## config.mk

```make
export PLATFORM = sky130hd
export DESIGN_NAME = chs_host
export DESIGN_NICKNAME = d
export VERILOG_FILES = /design/src/logic/chs_pkg.sv /design/src/logic/chs_fifo.sv /design/src/logic/chs_host.sv
export VERILOG_INCLUDE_DIRS = /design/src /design/src/logic
export SDC_FILE = /design/constraint.sdc
export NUM_CORES = 1
export LEC_CHECK = 0
export ABC_AREA = 1
export BUFFER_PORTS_ARGS = -buffer_cell sky130_fd_sc_hd__buf_2
export CORE_MARGIN = 4
export CORE_UTILIZATION = 60
export CTS_CLUSTER_DIAMETER = 150
export DETAILED_ROUTE_END_ITERATION = 6
export GPL_TIMING_DRIVEN = 0
export PLACE_DENSITY = 0.8
export SYNTH_ARGS = -nofsm -noshare
export SYNTH_HDL_FRONTEND = slang
export SYNTH_HIERARCHICAL = 1
export SYNTH_SLANG_ARGS = --single-unit
```

## constraint.sdc

```tcl
create_clock -name clk_i -period 6.6 [get_ports clk_i]
set_input_delay 0.33 -clock clk_i [delete_from_list [all_inputs] [get_ports clk_i]]
set_output_delay 0.33 -clock clk_i [all_outputs]
set_load 0.05 [all_outputs]
```

## src/logic/chs_map.svh

```systemverilog
// Constants for the card host status and strobe controller
`ifndef CHS_MAP_SVH
`define CHS_MAP_SVH
// --------------------------------------------------------------
// Modes of the card port
// --------------------------------------------------------------
`define CHS_MODE_MEM 2'h0
`define CHS_MODE_IO 2'h1
`define CHS_MODE_IDE 2'h2
// --------------------------------------------------------------
// Data and FIFO shape
// --------------------------------------------------------------
`define CHS_DATA_W 16
`define CHS_FIFO_DEPTH 8
// --------------------------------------------------------------
// Timing
// --------------------------------------------------------------
`define CHS_CLK_PERIOD_NS 5
`define CHS_WE_LOW_NS 30
`define CHS_WE_LOW_CYC ((`CHS_WE_LOW_NS + `CHS_CLK_PERIOD_NS - 1) / `CHS_CLK_PERIOD_NS)
`define CHS_WE_HIGH_NS 20
`define CHS_WE_HIGH_CYC ((`CHS_WE_HIGH_NS + `CHS_CLK_PERIOD_NS - 1) / `CHS_CLK_PERIOD_NS)
`define CHS_CNT_W 4
`endif

```

## src/logic/chs_pkg.sv

```systemverilog
// Types of the card host status and strobe controller
package chs_pkg;
    // Port mode of the card
    typedef logic [1:0] chs_mode_t;
    // Write sequencer states
    typedef enum logic [1:0] {CHS_IDLE, CHS_SETUP, CHS_STROBE, CHS_RECOVER} chs_wr_e;
endpackage

```

## src/logic/chs_fifo.sv

```systemverilog
// Small synchronous FIFO with valid and ready on both sides
`timescale 1ns/10ps
`default_nettype none
module chs_fifo #(
    parameter int WIDTH = 16, // Word width
    parameter int DEPTH = 8 // Word count, power of two
) (
    input wire logic clk_i, // Clock
    input wire logic rst_i, // Async reset, high
    input wire logic [WIDTH-1:0] in_data_i, // Fill data
    input wire logic in_valid_i, // Fill valid
    output logic in_ready_o, // Not full
    output logic [WIDTH-1:0] out_data_o, // Drain data
    output logic out_valid_o, // Not empty
    input wire logic out_ready_i // Drain ready
);
    localparam int AW = $clog2(DEPTH);
    // --------------------------------------------------------------
    // Storage and pointers
    // --------------------------------------------------------------
    logic [WIDTH-1:0] mem_r [DEPTH]; // Word storage
    logic [AW:0] wp_r; // Write pointer, extra wrap bit
    logic [AW:0] rp_r; // Read pointer, extra wrap bit
    logic push; // Word accepted
    logic pop; // Word removed
    assign in_ready_o = (wp_r - rp_r) != (AW+1)'(DEPTH);
    assign out_valid_o = wp_r != rp_r;
    assign out_data_o = mem_r[rp_r[AW-1:0]];
    assign push = in_valid_i && in_ready_o;
    assign pop = out_valid_o && out_ready_i;
    // Pointer update; storage has no reset
    always_ff @(posedge clk_i or posedge rst_i) begin
        if (rst_i) begin
            wp_r <= '0;
            rp_r <= '0;
        end else begin
            if (push) begin
                wp_r <= wp_r + 1'b1;
            end
            if (pop) begin
                rp_r <= rp_r + 1'b1;
            end
        end
    end
    // Storage write
    always_ff @(posedge clk_i) begin
        if (push) begin
            mem_r[wp_r[AW-1:0]] <= in_data_i;
        end
    end
endmodule // chs_fifo
`default_nettype wire

```

## src/logic/chs_host.sv

```systemverilog
// Host controller for the card status, strobe and write pins
`timescale 1ns/10ps
`default_nettype none
`include "chs_map.svh"
module chs_host
    import chs_pkg::*;
(
    input wire logic clk_i, // Clock, 200 MHz
    input wire logic rst_i, // Async reset, high
    input wire logic [1:0] mode_i, // Active port mode
    input wire logic udma_i, // Ultra DMA active in IDE mode
    input wire logic wr_valid_i, // Write request
    input wire logic cfg_i, // Write targets configuration space
    output logic wr_ready_o, // Write request taken
    output logic wr_done_o, // Write strobe cycle finished, pulse
    input wire logic [15:0] wr_data_i, // Write data
    output logic [15:0] card_data_o, // Data toward card
    output logic card_data_oe_o, // Data bus drive enable
    output logic card_we_n_o, // Card write strobe, low active
    input wire logic card_wait_n_i, // Card wait / IORDY / ready-to-receive
    input wire logic card_strobe_i, // Card data-out strobe
    input wire logic [15:0] card_data_i, // Data from card
    input wire logic card_wp_i, // Write protect / port width pin
    input wire logic card_ready_i, // Card ready, low while busy
    input wire logic card_vs1_n_i, // First voltage sense
    output logic [15:0] rd_data_o, // Captured strobe word
    output logic rd_valid_o, // Captured word valid
    input wire logic rd_ready_i, // Sink ready
    output logic busy_o, // Card busy or capture FIFO full, access blocked
    output logic hold_o, // Current cycle held by card
    output logic paused_o, // Ultra DMA burst paused
    output logic word_wide_o, // Port or transfer is 16 bits
    output logic wp_done_o, // Memory mode init finished
    output logic low_volt_o // Card readable at low voltage
);
    // --------------------------------------------------------------
    // State
    // --------------------------------------------------------------
    typedef struct packed {
        logic [2:0] wt_s1; // First sync stage: wait, strobe, ready
        logic [2:0] wt_s2; // Second stage: wait, strobe, ready
        logic [1:0] wp_s; // Sync chain of the shared pin
        logic [1:0] vs_s; // Sync chain of voltage sense
        logic strb_d; // Previous synced strobe
        logic [15:0] dat_s1; // Data first stage
        logic [15:0] dat_s2; // Data second stage
        chs_wr_e wst; // Write sequencer
        logic [`CHS_CNT_W-1:0] cnt; // Strobe timer
        logic we_n; // Write strobe
        logic oe; // Data drive
        logic [15:0] dout; // Data out
        logic wr_rdy; // Request taken
        logic done; // Write finished
        logic busy; // Card busy or FIFO full
        logic hold; // Cycle held
        logic paused; // Burst paused
        logic wide; // Word wide
        logic wpd; // Write protect done
        logic lv; // Low voltage
        logic [15:0] cap; // Captured word
        logic cap_v; // Captured valid toward FIFO
        logic [15:0] rd_q; // Output word
        logic rd_vq; // Output word valid
    } chs_st_s;
    chs_st_s st_r; // Registered state
    chs_st_s st_nxt; // Next state
    logic fifo_rdy; // FIFO can accept a word
    logic rd_v; // FIFO holds a word
    logic [15:0] rd_d; // FIFO head
    logic pop; // Output register reload
    logic wait_n_q, strobe_q, ready_q; // Synced inputs
    assign wait_n_q = st_r.wt_s2[0];
    assign strobe_q = st_r.wt_s2[1];
    assign ready_q = st_r.wt_s2[2];
    // Cycle count helper, always at least one cycle
    function automatic logic [`CHS_CNT_W-1:0] cyc(input int n);
        return (n < 1) ? `CHS_CNT_W'(1) : `CHS_CNT_W'(n);
    endfunction
    // --------------------------------------------------------------
    // Next state
    // --------------------------------------------------------------
    always_comb begin
        st_nxt = st_r;
        st_nxt.done = 1'b0;
        st_nxt.wr_rdy = 1'b0;
        // Two flops on every card pin
        st_nxt.wt_s1 = {card_ready_i, card_strobe_i, card_wait_n_i};
        st_nxt.wt_s2 = st_r.wt_s1;
        st_nxt.wp_s = {st_r.wp_s[0], card_wp_i};
        st_nxt.vs_s = {st_r.vs_s[0], card_vs1_n_i};
        st_nxt.dat_s1 = card_data_i;
        st_nxt.dat_s2 = st_r.dat_s1;
        st_nxt.strb_d = strobe_q;
        // FIFO full folded in here so busy_o leaves a flop, one cycle late
        st_nxt.busy = !ready_q || !fifo_rdy;
        // Output word register reload
        if (pop) begin
            st_nxt.rd_q = rd_d;
            st_nxt.rd_vq = 1'b1;
        end else if (rd_ready_i) begin
            st_nxt.rd_vq = 1'b0;
        end
        st_nxt.lv = !st_r.vs_s[1];
        // Wait pin meaning by mode
        st_nxt.hold = (mode_i != `CHS_MODE_IDE || !udma_i) && !wait_n_q;
        st_nxt.paused = (mode_i == `CHS_MODE_IDE) && udma_i &&
                        (!wait_n_q || strobe_q == st_r.strb_d);
        // Shared pin meaning by mode
        st_nxt.wide = (mode_i != `CHS_MODE_MEM) && !st_r.wp_s[1];
        st_nxt.wpd = (mode_i == `CHS_MODE_MEM) && !st_r.wp_s[1] && ready_q;
        // Capture a word on each strobe edge in IDE Ultra DMA only; a word captured while the FIFO is full is dropped
        st_nxt.cap_v = 1'b0;
        if (mode_i == `CHS_MODE_IDE && udma_i && strobe_q != st_r.strb_d) begin
            st_nxt.cap = st_r.dat_s2;
            st_nxt.cap_v = 1'b1;
        end
        // Write sequencer
        unique case (st_r.wst)
            CHS_IDLE: begin
                st_nxt.we_n = 1'b1;
                st_nxt.oe = 1'b0;
                // IDE keeps strobe high; I/O only for configuration
                if (wr_valid_i && ready_q && mode_i != `CHS_MODE_IDE &&
                    (mode_i == `CHS_MODE_MEM || cfg_i)) begin
                    st_nxt.dout = wr_data_i;
                    st_nxt.oe = 1'b1;
                    st_nxt.wr_rdy = 1'b1;
                    st_nxt.wst = CHS_SETUP;
                end
            end
            CHS_SETUP: begin
                st_nxt.we_n = 1'b0;
                st_nxt.cnt = cyc(`CHS_WE_LOW_CYC);
                st_nxt.wst = CHS_STROBE;
            end
            CHS_STROBE: begin
                // Card wait stretches the low phase
                if (st_r.cnt > `CHS_CNT_W'(1)) begin
                    st_nxt.cnt = st_r.cnt - `CHS_CNT_W'(1);
                end else if (wait_n_q) begin
                    st_nxt.we_n = 1'b1;
                    st_nxt.cnt = cyc(`CHS_WE_HIGH_CYC);
                    st_nxt.wst = CHS_RECOVER;
                end
            end
            CHS_RECOVER: begin
                if (st_r.cnt > `CHS_CNT_W'(1)) begin
                    st_nxt.cnt = st_r.cnt - `CHS_CNT_W'(1);
                end else begin
                    st_nxt.oe = 1'b0;
                    st_nxt.done = 1'b1;
                    st_nxt.wst = CHS_IDLE;
                end
            end
        endcase
    end
    // State register
    always_ff @(posedge clk_i or posedge rst_i) begin
        if (rst_i) begin
            st_r <= '{wst: CHS_IDLE, we_n: 1'b1, wt_s1: 3'h1, wt_s2: 3'h1, busy: 1'b1, default: '0};
        end else begin
            st_r <= st_nxt;
        end
    end
    // --------------------------------------------------------------
    // Captured data buffer
    // --------------------------------------------------------------
    // Overflow is only possible if the sink stalls during a burst
    chs_fifo #(.WIDTH(`CHS_DATA_W), .DEPTH(`CHS_FIFO_DEPTH)) u_fifo (
        .clk_i(clk_i),
        .rst_i(rst_i),
        .in_data_i(st_r.cap),
        .in_valid_i(st_r.cap_v),
        .in_ready_o(fifo_rdy),
        .out_data_o(rd_d),
        .out_valid_o(rd_v),
        .out_ready_i(pop)
    );
    // Reload when the output word is empty or being taken
    assign pop = rd_v && (!st_r.rd_vq || rd_ready_i);
    // --------------------------------------------------------------
    // Outputs
    // --------------------------------------------------------------
    assign rd_data_o = st_r.rd_q;
    assign rd_valid_o = st_r.rd_vq;
    assign wr_ready_o = st_r.wr_rdy;
    assign wr_done_o = st_r.done;
    assign card_data_o = st_r.dout;
    assign card_data_oe_o = st_r.oe;
    assign card_we_n_o = st_r.we_n;
    assign busy_o = st_r.busy;
    assign hold_o = st_r.hold;
    assign paused_o = st_r.paused;
    assign word_wide_o = st_r.wide;
    assign wp_done_o = st_r.wpd;
    assign low_volt_o = st_r.lv;
endmodule // chs_host
`default_nettype wire

```

== Word level (Yosys, flattened, before mapping) ==
Memories as Yosys holds them, arrays and structs flattened. A register that Yosys moved wholly into a read port is not among the register bits.
Cells that the tools add are included.
Storage, ports and cells
  RAM bits: 128
  input port bits: 45
  memories kept: 1
  logic and storage cells: 104
  register bits after elaboration: 101
Memory list
  u_fifo.mem_r: depth 8, width 16, rd ports 1, clocked after memory_dff 1, wr ports 1, line chs_fifo.sv:21  | logic [WIDTH-1:0] mem_r [DEPTH];
Cells by class
  reductions and logical operators: 37
  muxes and demuxes: 21
  order comparisons: 1
  equal/unequal tests: 15
  $add $sub $neg: 4
Operator list (number)
  $mux W18: 1
  $logic_and A1 B1 Y1: 13
  $ne A2 B2 Y1 const B: 6
  $pmux W4 S3: 1
  $mux W1: 10
  $add A4 B1 Y4 const B: 2
  $mux W4: 2
  $pmux W2 S4: 1
  $logic_not A1 Y1: 7
  $mux W7: 1
  $eq A2 B2 Y1 const B: 3
  $mux W2: 3
  $reduce_and A3 Y1: 2
  $reduce_bool A2 Y1: 3
  $reduce_bool A3 Y1: 2
  $logic_or A1 B1 Y1: 5
  $gt A4 B1 Y1 const B: 1
  $logic_not A2 Y1: 2
  $ne A4 B4 Y1: 1
  $ne A4 B4 Y1 const B: 1
  $reduce_and A2 Y1: 2
  $reduce_and A4 Y1: 1
  $sub A4 B1 Y4 const B: 1
  $sub A4 B4 Y4: 1
  other kinds (6): 6

== Depth between registers and ports, before layout ==
Gate-level depths: netlist (run 1).
  depth after elaboration: 5
  depth in mapped cells: 12
  mapped depth without buffers: 12

== Cells and area by module ==
The synthesis (run 1) kept the hierarchy.
By module, submodules not included
  chs_fifo: area each 5540.3 sq um, times used 1, cells each 450
  chs_host: area each 4102.7 sq um, times used 1, cells each 390

== Least setup slack after synthesis (run 1) ==
OpenSTA, ideal clock, no wires.
  path type: register -> register
  start point: reg u_fifo.rp_r[2]
  end point: mem u_fifo.mem_r[0][0] (enable)
  setup time: 0.388 ns
  buffers on the path: 2
  required time: 6.212 ns
  cell stages (with the launch flop): 10
  clock period less this slack: 2.617 ns
  arrival time: 2.228 ns
  path slack: 3.983 ns
  cell sequence: dfrtp_1 buf_2 clkinv_1 buf_2 ha_1 inv_1 nand2_1 nand3_4 nand2_1 nor2_1
Between the ends
  longest elaborated chain between the ends: 5
Ends and longest elaborated chain
  start: declaration: line chs_fifo.sv:23  | logic [AW:0] rp_r;
  start signal: assignment: line chs_fifo.sv:41  | rp_r <= rp_r + 1'b1;
  $sub A4 B4 Y4: line chs_fifo.sv:26  | assign in_ready_o = (wp_r - rp_r) != (AW+1)'(DEPTH);
  $ne A4 B4 Y1: line chs_fifo.sv:26
  net fifo_rdy: line chs_host.sv:67  | logic fifo_rdy;
  $logic_and A1 B1 Y1: line chs_fifo.sv:29  | assign push = in_valid_i && in_ready_o;
  $mux W1: line chs_fifo.sv:47  | if (push) begin
  $mux W1 (not written as such): line chs_fifo.sv:48  | mem_r[wp_r[AW-1:0]] <= in_data_i;
  end: declaration: line chs_fifo.sv:21
The timed path passes the listed nets, and every way through them passes these cells.

== Worst setup path after layout (run 1) ==
  start point: reg u_fifo.rp_r[2]
  end point: mem u_fifo.mem_r[1][13] (enable)
Same word-level chain as after synthesis.

==> out/metrics.csv, run 1 <==
stage,metric,value,unit
setup_path,crit_slowest_cell,nor2_2,
setup_path,endpoint_kind,flop,
clocking,clock-root-buffer,clkbuf_16,
min_path,hold_path.class,in -> reg,
power_and_ir_drop,power_leakage,5.12,nW
place,dpl.hpwl,13400,um
sta,rsz0062_at_grt,false,
die,start_util,0.609,
global_route,antenna_found_initial,0,
detailed_routing,drt_wl_total,21500,um
detailed_routing,drc,0,
sta,setup_tns,0,ns
detailed_routing,dr.pass1.iters,5,
sta,maxSlewViolCount,0,
finish,finalNonFillerCells,1217,
finish,syn_to_final_growth,19.9,%
global_route,grt_pass1_wl,34600,um
clocking,cts_made_buffers,25,
run_status,status,finished clean,
place,port_buffers,87,
die,die_w,135,um
sta,period_share,0.481,
global_route,grt_usage,0.242,
die,design.core.area,0.0158,mm^2
finish,drive_gt1_frac,0.209,
place,place_inst,1148,
clocking,clock_path_buffers,3,
setup_path,worstPathMaxFanout,16,
place,post_dp_cell_area,0.0105,mm^2
global_route,grt_pass1_vias,6808,
setup_path,worst_setup_path_start_kind,flop,
global_route,grt_max_degree,68,
power_and_ir_drop,total_power,5.50,mW
die,io_pins,88,
sta,skew,0.0127,ns
clocking,clock-sinks,245,
sta,tightest_slew,1.01,ns
detailed_routing,drtIter0Drc,713,
clocking,clk_pin_slew,0.06,ns
global_route,overflow,0,
clocking,post_cts_buffers,0,
detailed_routing,wl_per_cell,17.6,um
finish,multi_input_area,0.00226,mm^2
clocking,cts_tree,built,
die,rows,46,
place,gp_congestion,0.833,
synth,ys_seq_area_frac,0.703,
setup_path,cp_cell_sequence,buf_2 -> clkinv_1 -> buf_2 -> ha_1 -> nand2_1 -> nand3_4 -> nand2_1 -> nor2_2,
clocking,cts_hold_buf,24,
setup_path,cpPeakStageDelay,0.82,ns
die,die-area,0.0182,mm^2
detailed_routing,vias,6550,
sta,finalSetupViolations,0,
synth,syn_area,0.00964,mm^2
synth,synth_seq_cells,245,
power_and_ir_drop,p_per_area,476,mW/mm^2
sta,finalHoldViolCount,0,
finish,num-fill-cells,1035,
finish,diodes,0,
synth,synth_nets,897,
clocking,clkLatencyLatePin,0.52,ns
detailed_routing,ant_nets,0,
clocking,cts_resized,0,
synth,syn_inst,840,
setup_path,cp.buffers_inverters,3,
finish,nets,1040,
sta,hold_slack,0.0204,ns
power_and_ir_drop,peakVddDrop,0.000368,V
synth,ys_types,33,
sta,slew_headroom,0.325,
setup_path,cp.required,6.73,ns
setup_path,crit_family,simple AND/OR/NAND/NOR gates,
setup_path,arrival,3.30,ns
detailed_routing,via_per_inst,5.38,
finish,seq_area,0.00678,mm^2
die,die_h,135,um
synth,avgSynthCellArea,11.5,um^2
sta,finalCriticalPeriod,3.17,ns
sta,worst_slack,3.43,ns
clocking,htreeDepth,1,
sta,fmax,315,MHz
job,max_cap_violations,0,
synth,yosysWarnings,6,
finish,utilization,0.730,
setup_path,setup.worst_path.class,reg -> reg,
place,pre_cts_slack,3.40,ns
finish,design_area,0.0116,mm^2
-- registers in the layout, indices dropped and copies added (netlist names) --
name            count
st_r               43
card_we_n_o         1
busy_o              1
rd_data_o          16
word_wide_o         1
ready_q             1
wp_done_o           1
u_fifo/rp_r         4
st_nxt             22
hold_o              1
rd_valid_o          1
low_volt_o          1
wr_ready_o          1
card_data_o        16
u_fifo/wp_r         4
card_data_oe_o      1
u_fifo/mem_r      128
paused_o            1
wr_done_o           1
-- area by class of cell --
cell class	count	area share
plain buffers	63	0.0392
well taps	216	0.0234
flip-flops and latches	245	0.586
clock inverters	17	0.0187
repair buffers	116	0.0660
clock buffers	28	0.0560
multi-input cells	488	0.196
inverters	44	0.0147
-- path summary, 6_finish.rpt --
path / startpoint / endpoint / slack (ns) / cells after the start
min in group asynchronous: rst_i / u_fifo/wp_r[1] / 0.33 / 3
worst min-delay path: wr_data_i[7] / card_data_o[7] / 0.02 / 3
max in group asynchronous: rst_i / st_nxt[103] / 5.41 / 4
worst min register to register: st_nxt[69] / st_r[69] / 0.34 / 0
worst max-delay path: u_fifo/rp_r[2] / u_fifo/mem_r[1][13] / 3.43 / 8
worst max register to register: u_fifo/rp_r[2] / u_fifo/mem_r[1][13] / 3.43 / 8
-- where the power goes --
part,internal [mW],switching (mW)
sequential,1.87,0.174
combinational,0.630,1.38
clock,0.870,0.588
total,3.37,2.14
-- cells in the mapped netlist --
cell / instances / area [um^2]
nand2_1: 238 / 893
edfxtp_1: 128 / 3840
dfrtp_1: 113 / 2830
nor2_1: 80 / 300
o21ai_0: 64 / 320
inv_1: 38 / 143
buf_4: 32 / 240
o22ai_1: 32 / 200
o21ai_1: 21 / 105
nand3_1: 19 / 95.1
ha_1: 12 / 150
buf_2: 10 / 50.1
clkbuf_1: 10 / 37.5
buf_6: 9 / 101
xor2_1: 6 / 52.6
dfstp_2: 4 / 105
a21oi_1: 3 / 15.0
inv_2: 3 / 11.3
clkinv_1: 2 / 7.51
nand2_2: 2 / 12.5
nand4_1: 2 / 12.5
a21oi_2: 1 / 8.76
and3_1: 1 / 6.26
buf_1: 1 / 3.75
buf_12: 1 / 20.0
inv_4: 1 / 6.26
nand2_4: 1 / 11.3
nand3_4: 1 / 17.5
nor2_2: 1 / 6.26
nor2_8: 1 / 20.0
nor3_1: 1 / 5.00
o211ai_1: 1 / 7.51
or2_2: 1 / 6.26
-- metal layers --
layer  global-route usage  routed length, um
met5                    0                  0
met4               0.0854                619
met3               0.0380               1730
met2                0.423              10700
met1                0.309               8400
-- cell usage in the layout, fill, tap and decap left out, types with 12 or more instances in the layout --
cell type,count
buf_2,97
buf_4,32
clkbuf_1,12
clkbuf_16,25
dfrtp_1,113
dlygate4sd3_1,24
edfxtp_1,128
ha_1,12
inv_1,37
nand2_1,238
nand3_1,19
nor2_1,73
o21ai_0,64
o21ai_1,21
o22ai_1,32
-- worst reg2reg max path, delay by kind of cell (launching register included) --
family / cells / cell delay, ns
buffers and inverters: 3 / 0.84
and+or+nand+nor: 4 / 1.28
adders and majority gates: 1 / 0.34
DFF: 1 / 0.31
-- kinds of logic after synthesis --
group | synth area share
AOI/OAI and AO/OA | 0.0681
xor gates and xnor gates | 0.00545
adders and majority gates | 0.0156
buffers and inverters | 0.0644
DFF | 0.703
and+or+nand+nor | 0.144
Note: power is estimated with default switching activity, not from simulation.
==> run 2: changes to the inputs <==
- ABC_AREA: 1 -> 0
- CORE_UTILIZATION: 60 -> 59
- PLACE_DENSITY: 0.8 -> 0.79
- clock period: 6.6 -> 2.96 ns (I/O delays scaled with it)
==> out/metrics.csv, run 2 <==
stage,metric,value,unit
run_status,status,finished clean,
sta,slew_headroom,0.467,
place,place_inst,836,
setup_path,cp.required,3.24,ns
setup_path,cp_cell_sequence,clkbuf_4 -> inv_4 -> ha_1 -> xor3_1 -> or4_4 -> nand3_4 -> nor4b_4 -> buf_4 -> buf_4,
setup_path,endpoint_kind,flop,
finish,layout_commonest_cell,edfxtp_1,
setup_path,setup.worst_path.class,reg -> reg,
synth,ys_seq_area_frac,0.721,
die,design.core.area,0.0154,mm^2
sta,finalCriticalPeriod,2.83,ns
clocking,htreeDepth,1,
die,start_util,0.609,
detailed_routing,ant_nets,0,
synth,synth_seq_cells,245,
detailed_routing,dr.pass1.iters,4,
place,gp_congestion,0.733,
global_route,overflow,0,
finish,drive_gt1_frac,0.403,
synth,syn_inst,536,
min_path,min-delay-start,wr_valid_i,
setup_path,cpPeakStageDelay,0.53,ns
finish,largest_register_ffs,128,
finish,syn_to_final_growth,25.1,%
setup_path,worst_setup_path_start_kind,flop,
setup_path,crit_slowest_cell,or4_4,
power_and_ir_drop,peakVddDrop,0.000729,V
setup_path,worstPathMaxFanout,17,
synth,yosys-top-cells-area,"edfxtp_1 (41%), dfrtp_1 (30%), mux4_2 (7.7%)",
die,rows,45,
finish,nets,772,
global_route,antenna_found_initial,0,
setup_path,crit_family,simple AND/OR/NAND/NOR gates,
synth,ys_types,49,
global_route,grt_max_degree,46,
setup_path,r2r-start,u_fifo/rp_r[2],
sta,maxSlewViolCount,0,
sta,finalHoldViolCount,0,
clocking,cts_made_buffers,25,
sta,hold_slack,0.112,ns
clocking,clk_pin_slew,0.06,ns
finish,num-fill-cells,858,
setup_path,timing.critical_path.mode_cell,buf_4,
synth,synth_common_cells,"edfxtp_1 (128), dfrtp_1 (113), nand2_1 (52)",
sta,tightest_slew,0.799,ns
setup_path,path_depth,9,
synth,synth_edf_count,128,
die,die_h,134,um
synth,yosysWarnings,6,
setup_path,r2r_cells,9,
synth,synth_nets,593,
sta,period_share,0.958,
detailed_routing,drtIter0Drc,477,
min_path,hold_path.class,in -> reg,
global_route,grt_usage,0.224,
global_route,grt_pass1_wl,31200,um
die,die_w,134,um
clocking,clkLatencyLatePin,0.53,ns
detailed_routing,drc,0,
sta,worst_slack,0.125,ns
clocking,clock-root-buffer,clkbuf_16,
setup_path,cp.buffers_inverters,4,
job,max_cap_violations,0,
setup_path,cp-startpoint,u_fifo/rp_r[2],
power_and_ir_drop,p_per_area,1010,mW/mm^2
global_route,grt_pass1_vias,5791,
place,port_buffers,87,
die,io_pins,88,
finish,finalNonFillerCells,945,
synth,synth_top_area_cell,edfxtp_1,
finish,diodes,0,
power_and_ir_drop,power_leakage,4.83,nW
detailed_routing,wl_per_cell,20.1,um
clocking,clock_path_buffers,3,
synth,ys_async_sr_fraction,0.478,
sta,finalSetupViolations,0,
place,pre_cts_slack,-1.08,ns
finish,final_cell_mix,"edfxtp_1 (128), dfrtp_1 (113), buf_2 (93)",
clocking,cts_tree,built,
synth,post-synth-top-count-cell,edfxtp_1,
synth,avgSynthCellArea,17.5,um^2
synth,syn_area,0.00940,mm^2
detailed_routing,drt_wl_total,19000,um
synth,synth_top_area_share,0.409,
sta,fmax,353,MHz
die,die-area,0.0180,mm^2
sta,skew,0.0117,ns
place,dpl.hpwl,11100,um
clocking,clock-sinks,245,
setup_path,arrival,3.11,ns
detailed_routing,vias,5120,
min_path,whs_path_depth,4,
synth,synth-main-ff-cell,edfxtp_1,
detailed_routing,via_per_inst,5.42,
run 2: final timing paths:
| check | end | slack, ns |
|---|---|---|
| max | u_fifo/mem_r[6][0] | 0.13 |
| min | st_r[64] | 0.11 |
| max reg2reg | u_fifo/mem_r[6][0] | 0.13 |
| min reg2reg | st_r[73] | 0.35 |
| max in group asynchronous | st_nxt[103] | 2.06 |
| min in group asynchronous | u_fifo/wp_r[1] | 0.16 |
run 2: worst reg2reg max path, delay by kind of cell, from the launching register on:
family	cells	cell delay (ns)
XOR/XNOR	1	0.42
AND/OR/NAND/NOR	3	0.85
buffers and inverters	4	0.78
flip-flops	1	0.36
adder cells (fa/ha/maj)	1	0.20
run 2: final cells by class:
class,instances,area [um^2],area share
multi-input combinational,223,2320,0.197
clock buffer,34,722,0.0614
inverter,18,77.6,0.00660
timing repair buffer,153,1100,0.0938
buffer,49,358,0.0304
tap,211,264,0.0225
sequential,245,6780,0.576
clock inverter,12,136,0.0116
run 2: repair_timing:
item,in CTS,in global routing
hold buffers,43,0
setup endpoints to repair,150,106
resized for setup,8,5
gates cloned,0,1
endpoints found under the hold margin,70,0
buffers inserted,16,4
pin swaps,9,4
run 2: power breakdown:
group | switching (mW) | leakage [nW] | internal (mW)
Clock | 1.29 | 0.414 | 1.91
Sequential | 0.396 | 2.56 | 4.19
Combinational | 2.35 | 1.86 | 1.71
run 2: kinds of logic after synthesis:
family / Yosys count / synth area share
AND/OR/NAND/NOR: 95 / 0.0489
AO/OA/AOI/OAI: 23 / 0.0178
XOR/XNOR: 9 / 0.00998
multiplexers: 84 / 0.142
buffers and inverters: 68 / 0.0439
flip-flops: 245 / 0.721
adder cells (fa/ha/maj): 12 / 0.0160
run 2: per-stage QoR:
step	util	area (um^2)	TNS [ns]	power [mW]
2_1_floorplan	-	9510	0	7.67
3_3_place_gp	0.662	10200	-110.17	8.36
3_5_place_dp	0.664	10300	-121.95	8.56
4_1_cts	0.760	11700	0	11.9
5_1_grt	0.762	11800	-0.626	12.4
6_report	0.762	11800	0	11.8
run 2: metal layers:
| layer | GRT usage | wire length [um] |
|---|---|---|
| met2 | 0.390 | 9920 |
| met3 | 0.0446 | 1100 |
| met1 | 0.284 | 7460 |
| met4 | 0.0786 | 547 |
| met5 | 0 | 0 |
